### config.mk
export PLATFORM = sky130hd
export DESIGN_NAME = parallel_port
export DESIGN_NICKNAME = d
export VERILOG_FILES = /design/src/parallel_port_pkg.sv /design/src/parallel_port.sv
export SDC_FILE = /design/constraint.sdc
export NUM_CORES = 1
export LEC_CHECK = 0
export BUFFER_PORTS_ARGS = -buffer_cell sky130_fd_sc_hd__buf_2
export CORE_ASPECT_RATIO = 0.75
export CORE_MARGIN = 2
export CORE_UTILIZATION = 50
export DETAILED_ROUTE_END_ITERATION = 16
export PLACE_DENSITY_LB_ADDON = 0.2
export RECOVER_POWER = 50
export SYNTH_ARGS = -nofsm -noshare
export SYNTH_HDL_FRONTEND = slang
export SYNTH_SLANG_ARGS = --single-unit
### constraint.sdc
create_clock -name ref_clk -period 7.7 [get_ports ref_clk]
set_input_delay 2.31 -clock ref_clk [delete_from_list [all_inputs] [get_ports ref_clk]]
set_output_delay 2.31 -clock ref_clk [all_outputs]
set_load 0.01 [all_outputs]
### src/parallel_port_pkg.sv
// constants, field positions and types shared by the parallel port control block
package parallel_port_pkg;

  // ********************************************
  // register map (index in byte address bits 7:4), alias operations (bits 3:2)
  // ********************************************
  localparam int ADDR_W = 8;
  localparam logic [3:0] IDX_CONTROL = 4'h0;
  localparam logic [3:0] IDX_MODE = 4'h1;
  localparam logic [3:0] IDX_ADDRESS = 4'h2;
  localparam logic [3:0] IDX_XFER = 4'h3;
  localparam logic [1:0] OP_WRITE = 2'h0;
  localparam logic [1:0] OP_CLEAR = 2'h1;
  localparam logic [1:0] OP_SET = 2'h2;
  localparam logic [1:0] OP_INVERT = 2'h3;
  localparam logic [1:0] RESP_OKAY = 2'h0;
  localparam logic [1:0] RESP_SLVERR = 2'h2;

  // ********************************************
  // writable masks and reset values
  // ********************************************
  localparam logic [15:0] CONTROL_WMASK = 16'hBFEB;
  localparam logic [15:0] MODE_WMASK = 16'h7BFF;
  localparam logic [15:0] ADDRESS_WMASK = 16'h47FF;
  localparam logic [15:0] CONTROL_RESET = 16'h0000;
  localparam logic [15:0] MODE_RESET = 16'h0000;
  localparam logic [15:0] ADDRESS_RESET = 16'h0000;

  // ********************************************
  // field positions
  // ********************************************
  localparam int CTRL_ON = 15;
  localparam int CTRL_STOP_IN_IDLE = 13;
  localparam int CTRL_MUX_LO = 11;
  localparam int CTRL_WREN = 9;
  localparam int CTRL_RDEN = 8;
  localparam int CTRL_CSF_LO = 6;
  localparam int CTRL_ALP = 5;
  localparam int CTRL_CSP = 3;
  localparam int CTRL_WRITE_STROBE_POLARITY = 1;
  localparam int CTRL_READ_STROBE_POLARITY = 0;
  localparam int MODE_BUSY = 15;
  localparam int MODE_IRQM_LO = 13;
  localparam int MODE_INCM_LO = 11;
  localparam int MODE_SEL_LO = 8;
  localparam int MODE_WAITB_LO = 6;
  localparam int MODE_WAITM_LO = 2;
  localparam int MODE_WAITE_LO = 0;
  localparam int ADDR_BIT14 = 14;
  localparam int XFER_READ = 8;

  // ********************************************
  // field codes
  // ********************************************
  localparam logic [1:0] MUX_SEPARATE = 2'h0;
  localparam logic [1:0] MUX_LOW_SPLIT = 2'h1;
  localparam logic [1:0] MUX_FULL = 2'h2;
  localparam logic [1:0] MUX_LOW_ONLY = 2'h3;
  localparam logic [1:0] CSF_CHIP_SELECT = 2'h2;
  localparam logic [1:0] IRQ_CYCLE = 2'h1;
  localparam logic [1:0] IRQ_BUF3 = 2'h2;
  localparam logic [1:0] INC_UP = 2'h1;
  localparam logic [1:0] INC_DOWN = 2'h2;
  localparam logic [1:0] INC_BUFFER = 2'h3;
  localparam logic [1:0] SEL_LEGACY = 2'h0;
  localparam logic [1:0] SEL_ADDR_SLAVE = 2'h1;
  localparam logic [1:0] SEL_MASTER2 = 2'h2;
  localparam logic [1:0] SEL_MASTER1 = 2'h3;
  localparam logic [1:0] LAST_BUFFER = 2'h3;

  typedef enum logic [2:0] {ST_IDLE, ST_ADDR_LO, ST_ADDR_HI, ST_SETUP, ST_STROBE, ST_HOLD} xfer_state_type;

endpackage

### src/parallel_port.sv
// parallel port control and mode registers with master transfer sequencer
`timescale 1ns/10ps

// What this block does
// - enable clear blocks all external access
// - stop-in-idle halts port during idle mode
// - multiplex field picks address/data layout
// - write strobe pin enable hands pin over
// - read strobe pin enable hands pin over
// - shared pin: chip select or address 14
// - latch polarity sets both latch strobes
// - chip select polarity sets its level
// - write polarity: write or enable strobe
// - read polarity: read or read/write strobe
// - pin settings ignored when pins carry address
// - busy flag shows master transfer in progress
// - interrupt mode selects port event source
// - error event raised regardless of mode
// - increment mode steps address or buffers
// - chip select bit excluded from stepping
// - mode field selects master or slave
// - setup wait sets setup and address phase
// - zero strobe wait forces fixed setup/hold
// - clear, set, invert aliases on control, mode and address
// - strobe wait stretches strobe 1 to 16
// - hold wait after strobe, read one less
module parallel_port (
  // clock, reset, freeze
  input wire logic ref_clk,
  input wire logic sys_rst,
  input wire logic ce,
  input wire logic idle_mode,
  // axi4-lite write
  input wire logic [parallel_port_pkg::ADDR_W-1:0] s_axi_awaddr,
  input wire logic s_axi_awvalid,
  output logic s_axi_awready,
  input wire logic [31:0] s_axi_wdata,
  input wire logic [3:0] s_axi_wstrb,
  input wire logic s_axi_wvalid,
  output logic s_axi_wready,
  output logic [1:0] s_axi_bresp,
  output logic s_axi_bvalid,
  input wire logic s_axi_bready,
  // axi4-lite read
  input wire logic [parallel_port_pkg::ADDR_W-1:0] s_axi_araddr,
  input wire logic s_axi_arvalid,
  output logic s_axi_arready,
  output logic [31:0] s_axi_rdata,
  output logic [1:0] s_axi_rresp,
  output logic s_axi_rvalid,
  input wire logic s_axi_rready,
  // data lines
  input wire logic [7:0] data_lines_in,
  output logic [7:0] data_lines_out,
  output logic data_lines_oe,
  // address and control pins
  output logic [10:2] addr_lines,
  output logic addr_latch_low,
  output logic addr_latch_high,
  output logic chip_select_out,
  output logic read_strobe,
  output logic read_strobe_oe,
  output logic write_strobe,
  output logic write_strobe_oe,
  // slave side inputs
  input wire logic slave_cs_in,
  input wire logic slave_rd_in,
  input wire logic slave_wr_in,
  input wire logic [1:0] slave_addr_in,
  // events
  output logic port_event,
  output logic port_error_event
);

  // ********************************************
  // helpers
  // ********************************************
  function automatic logic [15:0] reg_update(input logic [15:0] old, input logic [15:0] d,
                                             input logic [1:0] op, input logic [15:0] wmask,
                                             input logic [15:0] bmask);
    logic [15:0] m;
    logic [15:0] v;
    m = wmask & bmask;
    case (op)
      parallel_port_pkg::OP_CLEAR: v = old & ~d;
      parallel_port_pkg::OP_SET: v = old | d;
      parallel_port_pkg::OP_INVERT: v = old ^ d;
      default: v = d;
    endcase
    reg_update = (old & ~m) | (v & m);
  endfunction

  function automatic logic addr_mapped(input logic [parallel_port_pkg::ADDR_W-1:0] a);
    addr_mapped = (a[1:0] == 2'h0) && ((a[7:4] < parallel_port_pkg::IDX_XFER) ||
                  ((a[7:4] == parallel_port_pkg::IDX_XFER) && (a[3:2] == parallel_port_pkg::OP_WRITE)));
  endfunction

  // asserted level of a pin with polarity bit: 1 = active high
  function automatic logic act_level(input logic on, input logic pol);
    act_level = ~(on ^ pol);
  endfunction

  // ********************************************
  // state
  // ********************************************
  logic [15:0] control_r;
  logic [15:0] mode_r;
  logic [15:0] address_r;
  logic [7:0] wbyte_r;
  logic [7:0] rbyte_r;
  logic rd_r;
  logic [4:0] cnt_r;
  parallel_port_pkg::xfer_state_type state_r;
  parallel_port_pkg::xfer_state_type state_nxt;
  logic [4:0] cnt_nxt;
  logic aw_got_r;
  logic w_got_r;
  logic [parallel_port_pkg::ADDR_W-1:0] aw_addr_r;
  logic [31:0] w_data_r;
  logic [3:0] w_strb_r;
  logic slave_acc_r;
  logic [1:0] buf_idx_r;

  // ********************************************
  // field decode
  // ********************************************
  wire port_on = control_r[parallel_port_pkg::CTRL_ON];
  wire [1:0] mux_sel = control_r[parallel_port_pkg::CTRL_MUX_LO +: 2];
  wire [1:0] csf = control_r[parallel_port_pkg::CTRL_CSF_LO +: 2];
  wire addr_latch_polarity = control_r[parallel_port_pkg::CTRL_ALP];
  wire csp = control_r[parallel_port_pkg::CTRL_CSP];
  wire write_strobe_polarity = control_r[parallel_port_pkg::CTRL_WRITE_STROBE_POLARITY];
  wire read_strobe_polarity = control_r[parallel_port_pkg::CTRL_READ_STROBE_POLARITY];
  wire [1:0] irqm = mode_r[parallel_port_pkg::MODE_IRQM_LO +: 2];
  wire [1:0] incm = mode_r[parallel_port_pkg::MODE_INCM_LO +: 2];
  wire [1:0] msel = mode_r[parallel_port_pkg::MODE_SEL_LO +: 2];
  wire [1:0] waitb = mode_r[parallel_port_pkg::MODE_WAITB_LO +: 2];
  wire [3:0] waitm = mode_r[parallel_port_pkg::MODE_WAITM_LO +: 4];
  wire [1:0] waite = mode_r[parallel_port_pkg::MODE_WAITE_LO +: 2];
  wire is_master = msel[1];
  wire cs_mode = (csf == parallel_port_pkg::CSF_CHIP_SELECT);
  // stop-in-idle freezes the sequencer and slave access detection; the bus stays reachable
  wire halted = control_r[parallel_port_pkg::CTRL_STOP_IN_IDLE] & idle_mode;
  wire run = ce & ~halted;
  wire busy = (state_r != parallel_port_pkg::ST_IDLE);

  // ********************************************
  // phase lengths
  // ********************************************
  wire fast = (waitm == 4'h0);
  wire [4:0] setup_len = fast ? 5'h01 : {3'h0, waitb} + 5'h01;
  wire [4:0] strobe_len = {1'b0, waitm} + 5'h01;
  wire [4:0] hold_len = fast ? {4'h0, ~rd_r} : ({3'h0, waite} + {4'h0, ~rd_r});

  // ********************************************
  // axi4-lite slave
  // ********************************************
  wire aw_hs = s_axi_awvalid & s_axi_awready;
  wire w_hs = s_axi_wvalid & s_axi_wready;
  wire do_write = aw_got_r & w_got_r & ~s_axi_bvalid;
  wire wr_ok = addr_mapped(aw_addr_r);
  wire [3:0] wr_idx = aw_addr_r[7:4];
  wire [1:0] wr_op = aw_addr_r[3:2];
  wire [15:0] wr_d = w_data_r[15:0];
  wire [15:0] wr_bmask = {{8{w_strb_r[1]}}, {8{w_strb_r[0]}}};
  wire wr_control = do_write & wr_ok & (wr_idx == parallel_port_pkg::IDX_CONTROL);
  wire wr_mode = do_write & wr_ok & (wr_idx == parallel_port_pkg::IDX_MODE);
  wire wr_address = do_write & wr_ok & (wr_idx == parallel_port_pkg::IDX_ADDRESS);
  // a command needs the low byte and the direction byte together
  wire start_req = do_write & wr_ok & (wr_idx == parallel_port_pkg::IDX_XFER) & (&w_strb_r[1:0]);
  wire ar_hs = s_axi_arvalid & s_axi_arready;
  wire [3:0] rd_idx = s_axi_araddr[7:4];
  wire [15:0] rd_val = (rd_idx == parallel_port_pkg::IDX_CONTROL) ? control_r :
                       (rd_idx == parallel_port_pkg::IDX_MODE) ? {busy, mode_r[14:0]} :
                       (rd_idx == parallel_port_pkg::IDX_ADDRESS) ? address_r :
                       {busy, 7'h00, rbyte_r};

  always_ff @(posedge ref_clk) begin
    if (sys_rst) begin
      aw_got_r <= 1'b0;
      w_got_r <= 1'b0;
      aw_addr_r <= '0;
      w_data_r <= 32'h0000_0000;
      w_strb_r <= 4'h0;
      s_axi_awready <= 1'b1;
      s_axi_wready <= 1'b1;
      s_axi_bvalid <= 1'b0;
      s_axi_bresp <= parallel_port_pkg::RESP_OKAY;
    end else if (ce) begin
      if (aw_hs) begin
        aw_got_r <= 1'b1;
        aw_addr_r <= s_axi_awaddr;
        s_axi_awready <= 1'b0;
      end
      if (w_hs) begin
        w_got_r <= 1'b1;
        w_data_r <= s_axi_wdata;
        w_strb_r <= s_axi_wstrb;
        s_axi_wready <= 1'b0;
      end
      if (do_write) begin
        aw_got_r <= 1'b0;
        w_got_r <= 1'b0;
        s_axi_bvalid <= 1'b1;
        s_axi_bresp <= wr_ok ? parallel_port_pkg::RESP_OKAY : parallel_port_pkg::RESP_SLVERR;
      end
      if (s_axi_bvalid & s_axi_bready) begin
        s_axi_bvalid <= 1'b0;
        s_axi_awready <= 1'b1;
        s_axi_wready <= 1'b1;
      end
    end
  end

  always_ff @(posedge ref_clk) begin
    if (sys_rst) begin
      s_axi_arready <= 1'b1;
      s_axi_rvalid <= 1'b0;
      s_axi_rdata <= 32'h0000_0000;
      s_axi_rresp <= parallel_port_pkg::RESP_OKAY;
    end else if (ce) begin
      if (ar_hs) begin
        s_axi_arready <= 1'b0;
        s_axi_rvalid <= 1'b1;
        s_axi_rdata <= addr_mapped(s_axi_araddr) ? {16'h0000, rd_val} : 32'h0000_0000;
        s_axi_rresp <= addr_mapped(s_axi_araddr) ? parallel_port_pkg::RESP_OKAY :
                       parallel_port_pkg::RESP_SLVERR;
      end else if (s_axi_rvalid & s_axi_rready) begin
        s_axi_rvalid <= 1'b0;
        s_axi_arready <= 1'b1;
      end
    end
  end

  // ********************************************
  // transfer sequencer
  // ********************************************
  wire go = start_req & port_on & is_master & ~busy;
  wire phase_end = (cnt_r == 5'h00);
  wire finish = run & phase_end & (((state_r == parallel_port_pkg::ST_STROBE) && (hold_len == 5'h00)) ||
                (state_r == parallel_port_pkg::ST_HOLD));
  wire strobe_end = run & phase_end & (state_r == parallel_port_pkg::ST_STROBE);

  always_comb begin
    state_nxt = state_r;
    cnt_nxt = cnt_r - 5'h01;
    case (state_r)
      parallel_port_pkg::ST_IDLE: begin
        cnt_nxt = setup_len - 5'h01;
        if (go) begin
          // optional address phase, then setup, strobe, hold
          state_nxt = (mux_sel == parallel_port_pkg::MUX_SEPARATE) ? parallel_port_pkg::ST_SETUP :
                      parallel_port_pkg::ST_ADDR_LO;
        end
      end
      parallel_port_pkg::ST_ADDR_LO: begin
        if (phase_end) begin
          cnt_nxt = setup_len - 5'h01;
          state_nxt = (mux_sel == parallel_port_pkg::MUX_FULL) ? parallel_port_pkg::ST_ADDR_HI :
                      parallel_port_pkg::ST_SETUP;
        end
      end
      parallel_port_pkg::ST_ADDR_HI: begin
        if (phase_end) begin
          cnt_nxt = setup_len - 5'h01;
          state_nxt = parallel_port_pkg::ST_SETUP;
        end
      end
      parallel_port_pkg::ST_SETUP: begin
        if (phase_end) begin
          cnt_nxt = strobe_len - 5'h01;
          state_nxt = parallel_port_pkg::ST_STROBE;
        end
      end
      parallel_port_pkg::ST_STROBE: begin
        if (phase_end) begin
          cnt_nxt = hold_len - 5'h01;
          state_nxt = (hold_len == 5'h00) ? parallel_port_pkg::ST_IDLE : parallel_port_pkg::ST_HOLD;
        end
      end
      parallel_port_pkg::ST_HOLD: begin
        if (phase_end) begin
          state_nxt = parallel_port_pkg::ST_IDLE;
        end
      end
      default: begin
        state_nxt = parallel_port_pkg::ST_IDLE;
      end
    endcase
    // disabling aborts at once so no further pin activity follows
    if (!port_on) begin
      state_nxt = parallel_port_pkg::ST_IDLE;
    end
  end

  // step address bits 10:2 and 14 as one counter; bit 14 stays put when it is chip select
  wire [9:0] step_src = {address_r[parallel_port_pkg::ADDR_BIT14], address_r[10:2]};
  wire [9:0] step_val = (incm == parallel_port_pkg::INC_UP) ? step_src + 10'h001 :
                        (incm == parallel_port_pkg::INC_DOWN) ? step_src - 10'h001 : step_src;
  wire [15:0] stepped = {1'b0, cs_mode ? address_r[14] : step_val[9], 3'h0, step_val[8:0],
                         address_r[1:0]};

  always_ff @(posedge ref_clk) begin
    if (sys_rst) begin
      state_r <= parallel_port_pkg::ST_IDLE;
      cnt_r <= 5'h00;
      rd_r <= 1'b0;
      wbyte_r <= 8'h00;
      rbyte_r <= 8'h00;
    end else if (run) begin
      state_r <= state_nxt;
      cnt_r <= cnt_nxt;
      if (go) begin
        rd_r <= w_data_r[parallel_port_pkg::XFER_READ];
        wbyte_r <= w_data_r[7:0];
      end
      if (strobe_end & rd_r) begin
        rbyte_r <= data_lines_in;
      end
    end
  end

  // ********************************************
  // configuration registers
  // ********************************************
  always_ff @(posedge ref_clk) begin
    if (sys_rst) begin
      control_r <= parallel_port_pkg::CONTROL_RESET;
      mode_r <= parallel_port_pkg::MODE_RESET;
      address_r <= parallel_port_pkg::ADDRESS_RESET;
    end else if (ce) begin
      if (wr_control) begin
        control_r <= reg_update(control_r, wr_d, wr_op, parallel_port_pkg::CONTROL_WMASK, wr_bmask);
      end
      if (wr_mode) begin
        mode_r <= reg_update(mode_r, wr_d, wr_op, parallel_port_pkg::MODE_WMASK, wr_bmask);
      end
      // software write wins over the automatic step in the same cycle
      if (wr_address) begin
        address_r <= reg_update(address_r, wr_d, wr_op, parallel_port_pkg::ADDRESS_WMASK, wr_bmask);
      end else if (finish) begin
        address_r <= stepped;
      end
    end
  end

  // ********************************************
  // slave access detection
  // ********************************************
  wire slave_sel = act_level(slave_cs_in, csp);
  wire slave_acc = slave_sel & (act_level(slave_rd_in, read_strobe_polarity) | act_level(slave_wr_in, write_strobe_polarity));
  wire slave_start = slave_acc & ~slave_acc_r & port_on & ~is_master & ~halted;
  wire buffered = (msel == parallel_port_pkg::SEL_LEGACY) & (incm == parallel_port_pkg::INC_BUFFER);
  wire buf3_hit = slave_start & (((msel == parallel_port_pkg::SEL_ADDR_SLAVE) &&
                  (slave_addr_in == parallel_port_pkg::LAST_BUFFER)) ||
                  (buffered && (buf_idx_r == parallel_port_pkg::LAST_BUFFER)));

  always_ff @(posedge ref_clk) begin
    if (sys_rst) begin
      slave_acc_r <= 1'b0;
      buf_idx_r <= 2'h0;
    end else if (ce) begin
      slave_acc_r <= slave_acc;
      if (!buffered) begin
        buf_idx_r <= 2'h0;
      end else if (slave_start) begin
        buf_idx_r <= buf_idx_r + 2'h1;
      end
    end
  end

  // ********************************************
  // pin and event outputs
  // ********************************************
  wire in_lo = (state_r == parallel_port_pkg::ST_ADDR_LO);
  wire in_hi = (state_r == parallel_port_pkg::ST_ADDR_HI);
  wire in_strobe = (state_r == parallel_port_pkg::ST_STROBE);
  wire mux_sep = (mux_sel == parallel_port_pkg::MUX_SEPARATE);
  wire upper_on_pins = mux_sep | (mux_sel == parallel_port_pkg::MUX_LOW_SPLIT);
  wire [7:0] data_nxt = in_lo ? address_r[7:0] :
                        in_hi ? {1'b0, address_r[14], 3'h0, address_r[10:8]} : wbyte_r;
  wire data_oe_nxt = in_lo | in_hi | (busy & ~rd_r);
  wire [10:2] addr_nxt = {upper_on_pins ? address_r[10:8] : 3'h0, mux_sep ? address_r[7:2] : 6'h00};
  // with separate lines the latch pins carry address bits, so polarity is moot
  wire latch_lo_nxt = mux_sep ? address_r[0] : act_level(in_lo, addr_latch_polarity);
  wire latch_hi_nxt = mux_sep ? address_r[1] : act_level(in_hi, addr_latch_polarity);
  wire cs_nxt = cs_mode ? act_level(busy, csp) : (upper_on_pins & address_r[14]);
  wire m1 = (msel == parallel_port_pkg::SEL_MASTER1);
  wire rd_pin_nxt = m1 ? act_level(busy & rd_r, read_strobe_polarity) : act_level(in_strobe & rd_r, read_strobe_polarity);
  wire wr_pin_nxt = m1 ? act_level(in_strobe, write_strobe_polarity) : act_level(in_strobe & ~rd_r, write_strobe_polarity);
  wire drive_pins = port_on & is_master;
  wire cycle_evt = finish & (irqm == parallel_port_pkg::IRQ_CYCLE);
  wire buf_evt = buf3_hit & (irqm == parallel_port_pkg::IRQ_BUF3);
  wire error_evt = start_req & ~go;

  always_ff @(posedge ref_clk) begin
    if (sys_rst) begin
      data_lines_out <= 8'h00;
      data_lines_oe <= 1'b0;
      addr_lines <= '0;
      addr_latch_low <= 1'b0;
      addr_latch_high <= 1'b0;
      chip_select_out <= 1'b0;
      read_strobe <= 1'b0;
      write_strobe <= 1'b0;
      read_strobe_oe <= 1'b0;
      write_strobe_oe <= 1'b0;
      port_event <= 1'b0;
      port_error_event <= 1'b0;
    end else if (ce) begin
      data_lines_out <= data_nxt;
      data_lines_oe <= drive_pins & data_oe_nxt;
      addr_lines <= addr_nxt;
      addr_latch_low <= latch_lo_nxt;
      addr_latch_high <= latch_hi_nxt;
      chip_select_out <= cs_nxt;
      read_strobe <= rd_pin_nxt;
      write_strobe <= wr_pin_nxt;
      read_strobe_oe <= drive_pins & control_r[parallel_port_pkg::CTRL_RDEN];
      write_strobe_oe <= drive_pins & control_r[parallel_port_pkg::CTRL_WREN];
      port_event <= cycle_evt | buf_evt;
      port_error_event <= error_evt;
    end
  end

endmodule

* After elaboration in Yosys (flattened, before gate mapping)
Cells that the tools add are included.
** Storage, ports and cells
- Output and inout port bits :: 68
- Logic and storage cells :: 298
- Input port bits :: 74
- Flip-flop bits (word level) :: 172
** Operators by class
- Reductions and logical operators :: 54
- Multiplexer cells :: 65
- Bitwise gates (word level) :: 95
- Equal/unequal tests :: 34
- Order comparisons :: 2
- Add/subtract/negate cells :: 10
** Operators with widths (number)
- $mux 16 :: 15
- $pmux 16 s3 :: 3
- $and 16x16->16 :: 7
- $or 16x16->16 :: 6
- $xor 16x16->16 :: 3
- $and 1x1->1 :: 41
- $reduce_and 2->1 :: 18
- $mux 3 :: 11
- $and 16x15->16 :: 2
- $not 15->16 :: 2
- $not 16->16 :: 2
- $mux 1 :: 21
- $eq 2x2->1 const B :: 10
- $mux 10 :: 2
- $pmux 5 s4 :: 1
- $ne 3x3->1 const B :: 6
- $pmux 3 s6 :: 1
- $not 1->1 :: 17
- $eq 4x2->1 const B :: 4
- $mux 8 :: 2
- $mux 5 :: 3
- $reduce_bool 2->1 :: 7
- $logic_not 2->1 :: 6
- $logic_not 4->1 :: 3
- other kinds (29) :: 67

* Logic depth before layout (Yosys ltp)
- Depth in word-level cells :: 13
- Gate-level depth with buffers :: 13
- Depth with buffers taken out :: 12

* Least setup slack after synthesis
No wires, ideal clock.
- Path kind :: input to register
- Start :: in ce
- End :: reg state_r[2]
- Path slack :: 3.557 ns
- Stages :: 8
- Setup time :: 0.070 ns
- Path buffers :: 2
- Arrival :: 4.072 ns
- Required time :: 7.630 ns
- Cell sequence :: buf_4 -> and4b_4 -> nand3_2 -> or4_1 -> buf_4 -> a21boi_4 -> or3_1 -> a21oi_1
** Between the ends
- Cells in the longest elaborated chain, start to end :: 2
** Ends and longest elaborated chain
- start: declaration :: line parallel_port.sv:31 : input wire logic ce,
- $and 1x1->1 :: line parallel_port.sv:144 : wire run = ce & ~halted;
- $reduce_and 7->1 (no line)
- end signal: assignment :: line parallel_port.sv:305 : state_r <= parallel_port_pkg::ST_IDLE;
- end signal: assignment :: line parallel_port.sv:311 : state_r <= state_nxt;
- end: declaration :: line parallel_port.sv:113 : parallel_port_pkg::xfer_state_type state_r;
Every way passes these cells.
A chain may end at the register's enable or synchronous reset.

* Worst setup path after layout
- Start :: in ce
- End :: reg address_r[7]
** Between the ends
- Cells in the longest elaborated chain, start to end :: 5
** Ends and longest elaborated chain
- $and 1x1->1 :: line parallel_port.sv:144
- $and 1x1->1 (2 in a row) :: line parallel_port.sv:240 : wire finish = run & phase_end & (((state_r == parallel_port_pkg::ST_STROBE) && (hold_len == 5'h00)) ||
- $reduce_bool 2->1 (no line)
- $reduce_and 3->1 (no line) (*)
- end signal: assignment :: line parallel_port.sv:330 : address_r <= parallel_port_pkg::ADDRESS_RESET;
- end signal: assignment :: line parallel_port.sv:340 : address_r <= reg_update(address_r, wr_d, wr_op, parallel_port_pkg::ADDRESS_WMASK, wr_bmask);
- end signal: assignment :: line parallel_port.sv:342 : address_r <= stepped;
- end: declaration :: line parallel_port.sv:108 : logic [15:0] address_r;
Mark *: on every way between the ends. The rest lies on a longest branch, timed or not.

==> results.py <==
metrics = {
    "critical_path": {
        "worstSetupPathType": "in2reg",
        "r2r_start": "mode_r[2]",
        "cp-start-kind": "input pin",
        "critPathLaunch": "ce",
        "arrival_ps": 6090,
        "critPathRequiredTime_ps": 7990,
        "crit_fanout": 42,
        "endpoint_kind": "register",
    },
    "sta": {
        "fin_crit_sh": 0.753,
        "hold_violations": 0,
        "clock_skew_ps": 11.6,
        "worstMarginPinSlew_ps": 3770,
        "fin_crit_ps": 5800,
        "fmax_ghz": 0.172,
        "slew_headroom": -1.52,
        "setup_viol": 0,
        "tns_ps": 0,
        "layout_setup_ws_ps": 1900,
        "drv_slew": 124,
        "rsz0062_at_grt": "false",
    },
    "place": {
        "dpl_cell_area_um2": 9860,
        "dp_slack_ps": 2930,
        "hpwl_mm": 19.2,
        "place.gp.congestion": 0.923,
        "io_buffers": 105,
    },
    "yosys": {
        "syn_area_um2": 9350,
        "synth.avg_cell_area_um2": 7.97,
        "synth_edf_count": 0,
        "synth_warnings": 0,
        "yosysTopAreaCellShare": 0.311,
        "yosys.area.top_type": "dfxtp_1",
        "ys_top_cells_by_area": "dfxtp_1 31%, ha_1 13%, a211oi_1 6.8%",
        "synth_cell_type_count": 60,
        "yosysSeqAreaShare": 0.311,
        "synth_most_common_cell": "dfxtp_1",
        "synth_commonest_cells": "145 x dfxtp_1, 137 x nor2_1, 125 x a21oi_1",
        "synth_ff_type": "dfxtp_1",
        "syn_inst": 1172,
        "synth_seq_cells": 145,
        "async_flop_share": 0,
    },
    "cts": {
        "cts_buffer_depth": 2,
        "cts_htree_levels": 4,
        "cts-buffers-inserted": 17,
        "cts_setup_buffers": 0,
        "cts_root_buffer": "clkbuf_16",
        "cts_hold_buf": 0,
        "clock_latency_ps": 440,
        "path_clk_slew_ps": 60,
        "cts_tree": "yes",
        "cts.sinks": 145,
        "cts_resized": 0,
    },
    "die": {
        "ios": 142,
        "chipHeight_um": 122,
        "start_util": 0.508,
        "rows": 43,
        "coreArea_um2": 18400,
        "dieArea_um2": 19800,
        "die_x_um": 162,
    },
    "drt": {
        "post_drt_wl_per_cell_um": 18.1,
        "viasPerCell": 5.78,
        "vias": 8577,
        "drtPass1Iterations": 6,
        "postRouteWirelength_mm": 26.8,
        "drtIter0Drc": 868,
        "drtAntennaViolNets": 0,
        "drc": 0,
    },
    "layout": {
        "post-route-util": 0.566,
        "diodes": 0,
        "nNetsFinal": 1393,
        "areaGrowthSynthToFinish_pct": 11.4,
        "fin_area_um2": 10400,
        "drive_gt1_frac": 0.115,
    },
    "outcome": {
        "status": "finished with violations",
        "violations": "max-capacitance violations, max-slew violations",
    },
    "power_and_ir_drop": {
        "p_leak_nw": 3.97,
        "power_density_nw_per_um2": 177,
        "ir_drop_v": 0.000104,
        "p_total_mw": 1.84,
    },
    "global_routing": {
        "grtUsageMet3": 0.0679,
        "grt_use_met1": 0.384,
        "grt_use_total": 0.273,
        "grt.busiest_layer": "met2",
        "grt_pass1_wl_mm": 41.8,
        "first_global_vias": 7772,
        "grt_overflow": 0,
        "grt_max_degree": 91,
        "grtUsageMet2": 0.412,
        "antenna_found_initial": 0,
    },
    "min_path": {
        "hold_path_class": "reg2reg",
        "hold_path.startpoint": "s_axi_rdata[0]",
    },
    "flow_run": {
        "drv_cap": 2,
    },
}
-- layout make-up --
type / count / area (um^2)
repair buffers: 111 / 498
flip-flops and latches: 145 / 2910
multi-input cells: 877 / 5800
well taps: 247 / 309
inverters: 72 / 270
fillers: 1758 / 7990
clock buffers: 18 / 439
clock inverters: 14 / 190
-- through the flow --
| step | hold WS (ps) | std cells |
|---|---|---|
| 2_1_floorplan | 446 | 1189 |
| 3_3_place_gp | 431 | 1452 |
| 3_5_place_dp | 444 | 1452 |
| 4_1_cts | 459 | 1484 |
| 5_1_grt | 480 | 1484 |
| 6_report | 454 | 1484 |
-- per-layer routing --
| layer | share of wire | vias up |
|---|---|---|
| met5 | 0 | - |
| met1 | 0.47 | 4040 |
| met4 | 0.024 | 0 |
| li1 | - | 4196 |
| met2 | 0.43 | 300 |
| met3 | 0.079 | 41 |
-- worst max-delay path, stage by stage --
cell and delay [ps]:
clkbuf_1 390, clkbuf_1 1650, a21bo_1 430, nor4_2 360
and3_1 440, o21ai_2 110, a221oi_1 280, a211oi_1 80
-- state kept, by name, summed over array words and instances (netlist names), 8 cells and up --
name,count
addr_lines,9
wbyte_r,8
s_axi_rdata,16
w_data_r,16
aw_addr_r,8
address_r,12
mode_r,14
control_r,13
data_lines_out,8
rbyte_r,8
-- path summary, 6_finish.rpt --
check | endpoint | slack [ps] | cells after the start
worst max-delay path | address_r[7] | 1900 | 8
worst min-delay path | s_axi_rdata[0] | 450 | 2
worst max register to register | address_r[3] | 4110 | 10
worst min register to register | s_axi_rdata[0] | 450 | 2
-- logic make-up after synthesis --
family,share of synthesized area
other cells,0.000401
xor+xnor,0.0178
buf+inv,0.0756
flops,0.311
compound gates,0.215
simple gates,0.173
fa+ha+maj,0.128
mux,0.0802
-- report_power, final --
| part | switching [mW] | internal [mW] |
|---|---|---|
| registers | 0.0128 | 0.764 |
| clock network | 0.369 | 0.530 |
| logic | 0.107 | 0.0563 |
-- cell usage in the layout (no fill, tap or decap), types with 13 or more instances in the layout --
master	netlist	layout
mux2_2	31	31
nand3_1	26	26
inv_1	72	72
a22oi_1	13	13
o21ai_0	36	36
nor2_1	137	137
clkbuf_1	62	54
conb_1	1	18
dfxtp_1	145	143
a211oi_1	85	85
nor3_1	15	14
buf_2	1	53
nand2_1	123	123
clkbuf_16	0	17
mux2i_1	31	31
ha_1	94	94
a21oi_1	125	125
Power figures use the tool's default switching activity.
